[config.mk]
export PLATFORM = sky130hd
export DESIGN_NAME = rre_exec
export DESIGN_NICKNAME = d
export VERILOG_FILES = /design/src/rre_pkg.sv /design/src/rre_phase_gen.sv /design/src/rre_exec.sv
export SDC_FILE = /design/constraint.sdc
export NUM_CORES = 1
export LEC_CHECK = 0
export BUFFER_PORTS_ARGS = -buffer_cell sky130_fd_sc_hd__buf_2
export CAP_MARGIN = 20
export CORE_MARGIN = 4
export CORE_UTILIZATION = 45
export DETAILED_ROUTE_END_ITERATION = 10
export GPL_TIMING_DRIVEN = 1
export PLACE_DENSITY = 0.74
export SLEW_MARGIN = 10
export SYNTH_ARGS = -nofsm -noshare
export SYNTH_HDL_FRONTEND = slang
export SYNTH_SLANG_ARGS = --single-unit
[constraint.sdc]
create_clock -name i_mclk -period 12 [get_ports i_mclk]
set_input_delay 1.8 -clock i_mclk [delete_from_list [all_inputs] [get_ports i_mclk]]
set_output_delay 1.8 -clock i_mclk [all_outputs]
set_load 0.05 [all_outputs]
[src/rre_pkg.sv]
package rre_pkg;

	// opcode patterns
	localparam logic [14:0] RET_IRQ_HI = 15'h0008;
	localparam logic [14:0] RET_SUB_HI = 15'h0009;
	localparam logic [7:0] RET_LIT_HI = 8'h0c;
	localparam logic [5:0] ROT_HI = 6'h0d;
	localparam int S_BIT = 0;
	localparam int D_BIT = 9;
	localparam int A_BIT = 8;
	localparam logic [7:0] ILO_MAX = 8'h5f;
	localparam logic [7:0] ACCESS_SPLIT = 8'h80;
	localparam logic [3:0] ACCESS_HI_BANK = 4'hf;

	// flag positions
	localparam int FLAG_C = 0;
	localparam int FLAG_Z = 2;
	localparam int FLAG_N = 4;

	// reset values
	localparam logic [7:0] W_RST = 8'h00;
	localparam logic [7:0] FLAGS_RST = 8'h00;
	localparam logic [3:0] BSR_RST = 4'h0;
	localparam logic [20:0] PC_RST = 21'h000000;

	typedef enum logic [1:0] {
		RRE_Q1 = 2'b00,
		RRE_Q2 = 2'b01,
		RRE_Q3 = 2'b11,
		RRE_Q4 = 2'b10
	} rre_phase_t;

	typedef struct packed {
		logic we;
		logic [11:0] addr;
		logic [7:0] data;
	} rre_mem_wr_t;

endpackage : rre_pkg

[src/rre_phase_gen.sv]
`timescale 1ns/100ps
// quarter-phase sequencer, one 2-bit gray-coded phase output
module rre_phase_gen (
	input wire logic i_mclk,
	input wire logic i_rst_n,
	output rre_pkg::rre_phase_t o_phase
);
	rre_pkg::rre_phase_t phase_q;

	always_ff @(posedge i_mclk or negedge i_rst_n) begin
		if (!i_rst_n) begin
			phase_q <= rre_pkg::RRE_Q1;
		end else begin
			case (phase_q)
				rre_pkg::RRE_Q1: phase_q <= rre_pkg::RRE_Q2;
				rre_pkg::RRE_Q2: phase_q <= rre_pkg::RRE_Q3;
				rre_pkg::RRE_Q3: phase_q <= rre_pkg::RRE_Q4;
				rre_pkg::RRE_Q4: phase_q <= rre_pkg::RRE_Q1;
				default: phase_q <= rre_pkg::RRE_Q1;
			endcase
		end
	end

	assign o_phase = phase_q;

endmodule : rre_phase_gen

[src/rre_exec.sv]
// Chosen here: the strobed register port and the address map.
`timescale 1ns/100ps
// What this block does
// RQ1: irq return pops stack into pc
// RQ2: irq return sets high or low enable
// RQ3: irq return leaves arithmetic flags alone
// RQ4: s=1 restores working, flags, bank shadows
// RQ5: s=0 keeps working, flags, bank
// RQ6: literal return loads literal into working
// RQ7: literal return pops stack into pc
// RQ8: returns leave pc latches untouched
// RQ9: subroutine return pops stack, no flags
// RQ10: rotate left through carry, update c,n,z
// RQ11: d selects working or file destination
// RQ12: a selects access bank or bank select
// RQ13: extended set, a=0, f<=95: indexed offset
// RQ14: returns take two cycles, pop in q4
// RQ15: rotate reads q2, computes q3, writes q4
module rre_exec (
	input wire logic i_mclk,
	input wire logic i_reset_n,
	input wire logic [15:0] i_instr,
	input wire logic i_instr_valid,
	input wire logic [20:0] i_stack_top,
	input wire logic i_ext_set_en,
	input wire logic i_irq_prio_en,
	input wire logic [7:0] i_fsr2_base,
	input wire logic [7:0] i_mem_rdata,
	input wire logic [7:0] i_working_shadow,
	input wire logic [7:0] i_flags_shadow,
	input wire logic [3:0] i_bank_select_shadow,
	input wire logic [7:0] i_pc_high_latch,
	input wire logic [7:0] i_pc_upper_latch,
	output logic o_stack_pop,
	output logic [20:0] o_pc,
	output logic o_pc_load,
	output logic [7:0] o_working,
	output logic [7:0] o_flags,
	output logic [3:0] o_bank_select_reg,
	output logic o_high_prio_irq_enable,
	output logic o_low_prio_irq_enable,
	output logic [11:0] o_mem_addr,
	output logic o_mem_rd,
	output rre_pkg::rre_mem_wr_t o_mem_wr,
	output logic [7:0] o_pc_high_latch,
	output logic [7:0] o_pc_upper_latch,
	output logic o_busy
);
	logic rst_s1_q;
	logic rst_n;
	rre_pkg::rre_phase_t phase;

	// reset release through two flops
	always_ff @(posedge i_mclk or negedge i_reset_n) begin
		if (!i_reset_n) begin
			rst_s1_q <= 1'b0;
			rst_n <= 1'b0;
		end else begin
			rst_s1_q <= 1'b1;
			rst_n <= rst_s1_q;
		end
	end

	// quarter phase sequencer
	rre_phase_gen u_phase (
		.i_mclk(i_mclk),
		.i_rst_n(rst_n),
		.o_phase(phase)
	);

	// decode latched at q1
	logic [15:0] ir_q;
	logic live_q;
	logic nop_cycle_q;

	// architectural state
	logic [7:0] working_q;
	logic [7:0] flags_q;
	logic [3:0] bsr_q;
	logic high_prio_irq_enable_q;
	logic low_prio_irq_enable_q;
	logic [20:0] pc_q;
	logic pc_load_q;
	logic pop_q;

	// rotate pipeline
	logic [7:0] opnd_q;
	logic [7:0] res_q;
	logic res_c_q;

	// bus-side registers
	rre_pkg::rre_mem_wr_t wr_q;
	logic rd_q;
	logic [11:0] addr_q;
	logic [7:0] pch_q;
	logic [7:0] pcu_q;

	// decoded opcode classes
	logic is_irq_ret;
	logic is_sub_ret;
	logic is_lit_ret;
	logic is_rot;
	logic is_ret;
	logic shadow;
	logic [11:0] faddr;
	logic [7:0] f8;
	logic [7:0] next_f8;
	logic [7:0] rot_d;

	assign is_irq_ret = live_q && (ir_q[15:1] == rre_pkg::RET_IRQ_HI); // RQ1
	assign is_sub_ret = live_q && (ir_q[15:1] == rre_pkg::RET_SUB_HI); // RQ9
	assign is_lit_ret = live_q && (ir_q[15:8] == rre_pkg::RET_LIT_HI); // RQ6
	assign is_rot = live_q && (ir_q[15:10] == rre_pkg::ROT_HI); // RQ10
	assign is_ret = is_irq_ret || is_sub_ret || is_lit_ret;
	assign shadow = (is_irq_ret || is_sub_ret) && ir_q[rre_pkg::S_BIT]; // RQ4 RQ5
	assign f8 = ir_q[7:0];
	assign next_f8 = i_instr[7:0];

	// file address resolution from the incoming opcode
	always_comb begin
		if (i_instr[rre_pkg::A_BIT]) begin
			faddr = {bsr_q, next_f8}; // RQ12
		end else if (i_ext_set_en && (next_f8 <= rre_pkg::ILO_MAX)) begin
			faddr = {4'h0, 8'(i_fsr2_base + next_f8)}; // RQ13
		end else if (next_f8 >= rre_pkg::ACCESS_SPLIT) begin
			faddr = {rre_pkg::ACCESS_HI_BANK, next_f8}; // RQ12
		end else begin
			faddr = {4'h0, next_f8}; // RQ12
		end
	end

	// instruction capture; second return cycle is a no-op
	always_ff @(posedge i_mclk or negedge rst_n) begin
		if (!rst_n) begin
			ir_q <= 16'h0000;
			live_q <= 1'b0;
			nop_cycle_q <= 1'b0;
		end else if (phase == rre_pkg::RRE_Q1) begin
			if (nop_cycle_q) begin
				live_q <= 1'b0; // RQ14
			end else begin
				ir_q <= i_instr;
				live_q <= i_instr_valid;
			end
		end else if (phase == rre_pkg::RRE_Q4) begin
			nop_cycle_q <= is_ret; // RQ14
		end
	end

	// file address latched at decode, held for the cycle
	always_ff @(posedge i_mclk or negedge rst_n) begin
		if (!rst_n) begin
			addr_q <= 12'h000;
		end else if ((phase == rre_pkg::RRE_Q1) && !nop_cycle_q) begin
			addr_q <= faddr; // RQ12 RQ13
		end
	end

	// rotate through carry, one slice per bit
	assign rot_d[0] = flags_q[rre_pkg::FLAG_C]; // RQ10
	for (genvar gi = 1; gi < 8; gi++) begin : g_rot
		assign rot_d[gi] = opnd_q[gi - 1]; // RQ10
	end

	// rotate datapath
	always_ff @(posedge i_mclk or negedge rst_n) begin
		if (!rst_n) begin
			opnd_q <= 8'h00;
			res_q <= 8'h00;
			res_c_q <= 1'b0;
			rd_q <= 1'b0;
		end else begin
			rd_q <= 1'b0;
			case (phase)
				rre_pkg::RRE_Q1: rd_q <= 1'b0;
				rre_pkg::RRE_Q2: begin
					rd_q <= is_rot;
					opnd_q <= i_mem_rdata; // RQ15
				end
				rre_pkg::RRE_Q3: begin
					res_q <= rot_d; // RQ10
					res_c_q <= opnd_q[7]; // RQ10
				end
				rre_pkg::RRE_Q4: rd_q <= 1'b0;
				default: rd_q <= 1'b0;
			endcase
		end
	end

	// memory write in q4
	always_ff @(posedge i_mclk or negedge rst_n) begin
		if (!rst_n) begin
			wr_q <= '0;
		end else begin
			wr_q.we <= (phase == rre_pkg::RRE_Q4) && is_rot && ir_q[rre_pkg::D_BIT]; // RQ11 RQ15
			wr_q.addr <= addr_q; // RQ12
			wr_q.data <= res_q;
		end
	end

	// working register
	always_ff @(posedge i_mclk or negedge rst_n) begin
		if (!rst_n) begin
			working_q <= rre_pkg::W_RST;
		end else if (phase == rre_pkg::RRE_Q4) begin
			if (is_lit_ret) begin
				working_q <= f8; // RQ6
			end else if (shadow) begin
				working_q <= i_working_shadow; // RQ4
			end else if (is_rot && !ir_q[rre_pkg::D_BIT]) begin
				working_q <= res_q; // RQ11
			end
		end
	end

	// status flags
	always_ff @(posedge i_mclk or negedge rst_n) begin
		if (!rst_n) begin
			flags_q <= rre_pkg::FLAGS_RST;
		end else if (phase == rre_pkg::RRE_Q4) begin
			if (shadow) begin
				flags_q <= i_flags_shadow; // RQ4
			end else if (is_rot) begin
				flags_q[rre_pkg::FLAG_C] <= res_c_q; // RQ10
				flags_q[rre_pkg::FLAG_N] <= res_q[7]; // RQ10
				flags_q[rre_pkg::FLAG_Z] <= (res_q == 8'h00); // RQ10
			end
		end
	end

	// bank select
	always_ff @(posedge i_mclk or negedge rst_n) begin
		if (!rst_n) begin
			bsr_q <= rre_pkg::BSR_RST;
		end else if ((phase == rre_pkg::RRE_Q4) && shadow) begin
			bsr_q <= i_bank_select_shadow; // RQ4
		end
	end

	// global interrupt enables
	always_ff @(posedge i_mclk or negedge rst_n) begin
		if (!rst_n) begin
			high_prio_irq_enable_q <= 1'b0;
			low_prio_irq_enable_q <= 1'b0;
		end else if ((phase == rre_pkg::RRE_Q4) && is_irq_ret) begin
			if (i_irq_prio_en && high_prio_irq_enable_q) begin
				low_prio_irq_enable_q <= 1'b1; // RQ2 RQ3
			end else begin
				high_prio_irq_enable_q <= 1'b1; // RQ2 RQ3
			end
		end
	end

	// stack pop and pc load strobes in q4 of first cycle
	always_ff @(posedge i_mclk or negedge rst_n) begin
		if (!rst_n) begin
			pc_load_q <= 1'b0;
			pop_q <= 1'b0;
		end else begin
			pc_load_q <= (phase == rre_pkg::RRE_Q4) && is_ret; // RQ14
			pop_q <= (phase == rre_pkg::RRE_Q4) && is_ret; // RQ1 RQ7 RQ9
		end
	end

	// program counter from the popped stack top
	always_ff @(posedge i_mclk or negedge rst_n) begin
		if (!rst_n) begin
			pc_q <= rre_pkg::PC_RST;
		end else if ((phase == rre_pkg::RRE_Q4) && is_ret) begin
			pc_q <= i_stack_top; // RQ1 RQ7 RQ9
		end
	end

	// pc latches copied through, never written here
	always_ff @(posedge i_mclk or negedge rst_n) begin
		if (!rst_n) begin
			pch_q <= 8'h00;
			pcu_q <= 8'h00;
		end else begin
			pch_q <= i_pc_high_latch; // RQ8
			pcu_q <= i_pc_upper_latch; // RQ8
		end
	end

	// return and pc outputs
	assign o_stack_pop = pop_q;
	assign o_pc = pc_q;
	assign o_pc_load = pc_load_q;

	// architectural state outputs
	assign o_working = working_q;
	assign o_flags = flags_q;
	assign o_bank_select_reg = bsr_q;
	assign o_high_prio_irq_enable = high_prio_irq_enable_q;
	assign o_low_prio_irq_enable = low_prio_irq_enable_q;

	// file bus outputs
	assign o_mem_addr = addr_q;
	assign o_mem_rd = rd_q || ((phase == rre_pkg::RRE_Q2) && is_rot);
	assign o_mem_wr = wr_q;

	// latch copies and no-op flag
	assign o_pc_high_latch = pch_q; // RQ8
	assign o_pc_upper_latch = pcu_q; // RQ8
	assign o_busy = nop_cycle_q;

endmodule : rre_exec

==> impl_metrics.csv <==
group,metric,value,unit
routing,final_antenna_net_count,0,
worst_setup_path,worstPathArrival,2230,ps
grt,grt_pass1_wl,19.93,mm
routing,wl_per_cell,15.19,µm
synth,ys_warn_count,0,
final_layout,most-common-layout-cells,"189 x buf_2, 155 x nand2_1, 132 x dfrtp_1",
grt,track_usage,19.31,%
clock_tree,cts.path.max_buffers,2,
clock_tree,cts_buffers,17,
timing,setup_violations,0,
place,place_inst,792,
place,io_buffers,189,
worst_setup_path,critPathCaptureType,"primary output",
timing,drv_slew,0,
die,initial_core_util,45.90,%
grt,grt-ovfl-total,0,
routing,dr_total_vias,4089,
status,status,"complete, no violations",
routing,drc,0,
final_layout,drive_above_1_share,37.30,%
synth,ys_ff_latch,133,
timing,max_freq,248.1,MHz
routing,wl,12.53,mm
final_layout,syn2layout_area_growth,32.89,%
final_layout,final_nets,770,
final_layout,fill_cells,962,
clock_tree,ctsHoldBuffers,0,
power_and_ir_drop,power.leakage,3.321,nW
die,die_y,115.7,µm
hold_path,hold_path.class,"flip-flop to flip-flop",
worst_setup_path,criticalPathCategory,"flip-flop to primary output",
power_and_ir_drop,p_switching,0.2901,mW
power_and_ir_drop,p_seq_share,42.0,%
die,die_area,13380,µm²
final_layout,layout_commonest_cell,"buf_2",
clock_tree,cts-root-buf,"clkbuf_16",
clock_tree,cts_resized,0,
worst_setup_path,critPathMaxStageDelay,690,ps
timing,hold_violations,0,
power_and_ir_drop,p_per_area,165.7,nW/µm²
routing,drt_pass1_iterations,4,
power_and_ir_drop,switching_share,25.24,%
worst_setup_path,path_max_fanout,9,
timing,tns,0,ps
power_and_ir_drop,pwr-share-clk,48.1,%
synth,synth-seq-area-share,63.77,%
routing,dr.first_iter.drc_count,288,
run,max-cap-violations,0,
power_and_ir_drop,p_comb_share,9.9,%
timing,tightest_slew,963.2,ps
final_layout,final_cells,825,
clock_tree,cts_setup_buffers,0,
timing,rsz0062_at_grt,"no",
timing,max-slew-margin-rel,35.79,%
worst_setup_path,cp_slowest_cell,"nor2b_1",
synth,syn_nets,577,
die,fp-row-count,39,
die,io_pins,190,
grt,grt_max_degree,76,
clock_tree,htree_levels,4,
power_and_ir_drop,ir_drop,0.08106,mV
timing,finalCriticalPeriod,4031,ps
grt,antenna_found_initial,0,
clock_tree,clock-sinks,133,
clock_tree,clk_pin_slew,60,ps
worst_setup_path,cp-start-kind,"flip-flop",
place,finalWeightedCongestion,0.8238,
timing,finClkSkew,9.858,ps
routing,via_per_inst,4.956,
grt,grt_pass1_vias,4122,
synth,syn_avg_cell_area,10.99,µm²
synth,synth_cells,475,
place,dpl.hpwl,9.329,mm
die,core-area,11370,µm²
power_and_ir_drop,internal-power,0.8592,mW
clock_tree,clk-insertion-delay-late,410,ps
timing,fin_crit_sh,33.59,%
worst_setup_path,crit_chain,"nor2b_1 -> and3_1 -> or2_2 -> buf_2",
clock_tree,cts_tree,"built",
synth,synthDistinctLibCells,50,
die,die_w,115.7,µm
worst_setup_path,critPathRequiredTime,10200,ps
worst_setup_path,regToRegSetupSlack,9280,ps
synth,syn_area,5219,µm²
[per-layer routing]
metal / up-vias / GRT usage, % / share of wire, %
li1: 1975 / - / -
met1: 1927 / 24.63 / 41
met2: 158 / 31.13 / 48
met3: 29 / 4.856 / 7.8
met4: 0 / 9.126 / 2.7
met5: - / 0 / 0
[worst paths after layout]
| check | from | cells after the start | end |
|---|---|---|---|
| hold reg to reg | rst_s1_q | 0 | rst_n |
| max in group asynchronous | rst_n | 1 | o_mem_addr[7] |
| setup reg to reg | ir_q[9] | 5 | o_pc[4] |
| setup / recovery | u_phase.o_phase[0] | 4 | o_mem_rd |
| min in group asynchronous | rst_n | 0 | o_mem_wr[7] |
| hold / removal | rst_s1_q | 0 | rst_n |
[final cells by class]
class	instances	area, µm²	share of cell area (%)
Tap cell	143	178.9	2.580
Clock inverter	13	196.4	2.832
Inverter	8	30.03	0.4330
Multi-Input combinational cell	315	1777	25.62
Antenna cell	1	2.502	0.03608
Clock buffer	19	442.9	6.386
Timing Repair Buffer	193	975.9	14.07
Sequential cell	133	3332	48.04
[cell usage after synthesis, drive strengths merged]
master	instances	area (µm²)
nand2	156	593.1
dfrtp	133	3328
nor2	23	88.84
mux2	17	191.4
a21oi	16	83.83
o21ai	15	75.07
clkbuf	13	48.80
mux2i	10	100.1
a211oi	9	77.57
a21o	9	67.56
inv	8	30.03
ha	7	87.58
buf	6	40.03
nor4	5	37.53
nand3	4	20.02
nor3	4	20.02
o21a	4	30.03
or4	4	33.78
and3	3	18.77
nand2b	2	12.51
nand4	2	12.51
nor2b	2	12.51
o22ai	2	12.51
o41ai	2	17.52
or2	2	12.52
or3	2	12.51
xnor2	2	17.52
xor2	2	17.52
a31o	1	8.760
and2	1	6.260
and3b	1	8.760
conb	1	3.750
fa	1	20.02
o211ai	1	7.510
o311a	1	21.27
o311ai	1	8.760
or3b	1	8.760
or4b	1	13.76
or4bb	1	11.26
[worst max-delay path: cells and delay by family, from the launching register on]
family        cells  cell delay, ps
simple gates      3            1100
flops             1             480
buf+inv           1             250
[kinds of logic (layout without fill, tap and decap cells)]
logic type | after synthesis | after routing | share of synthesized area (%)
XOR/XNOR | 4 | 4 | 0.6714
other | 1 | 2 | 0.07186
flip-flops | 133 | 133 | 63.77
buffers and inverters | 27 | 233 | 2.278
multiplexers | 27 | 27 | 5.586
adder cells (fa/ha/maj) | 8 | 8 | 2.062
AND/OR/NAND/NOR | 214 | 214 | 17.69
AO/OA/AOI/OAI | 61 | 61 | 7.864
[metrics by stage]
step	hold WS (ps)	cell area, µm²	power (mW)	utilization [%]	setup slack (ps)
CTS	360.6	6933	1.161	60.98	7904
global placement	337.7	6294	0.6033	55.35	8436
global route	378.7	6933	1.193	60.98	7745
finish	355.3	6935	1.149	61.00	7969
floorplan	331.2	5219	0.5639	-	8020
detailed placement	347.0	6294	0.6065	55.35	8371
[power groups by stage]
| stage | clock (mW) | sequential (mW) | combinational (mW) |
|---|---|---|---|
| after CTS | 0.562 | 0.484 | 0.115 |
| final | 0.552 | 0.483 | 0.114 |
| after global routing | 0.584 | 0.486 | 0.122 |
| after global placement | 0 | 0.491 | 0.112 |
| after floorplan | 0 | 0.540 | 0.0241 |
| after detailed placement | 0 | 0.492 | 0.115 |
Power figures use the tool's default switching activity.
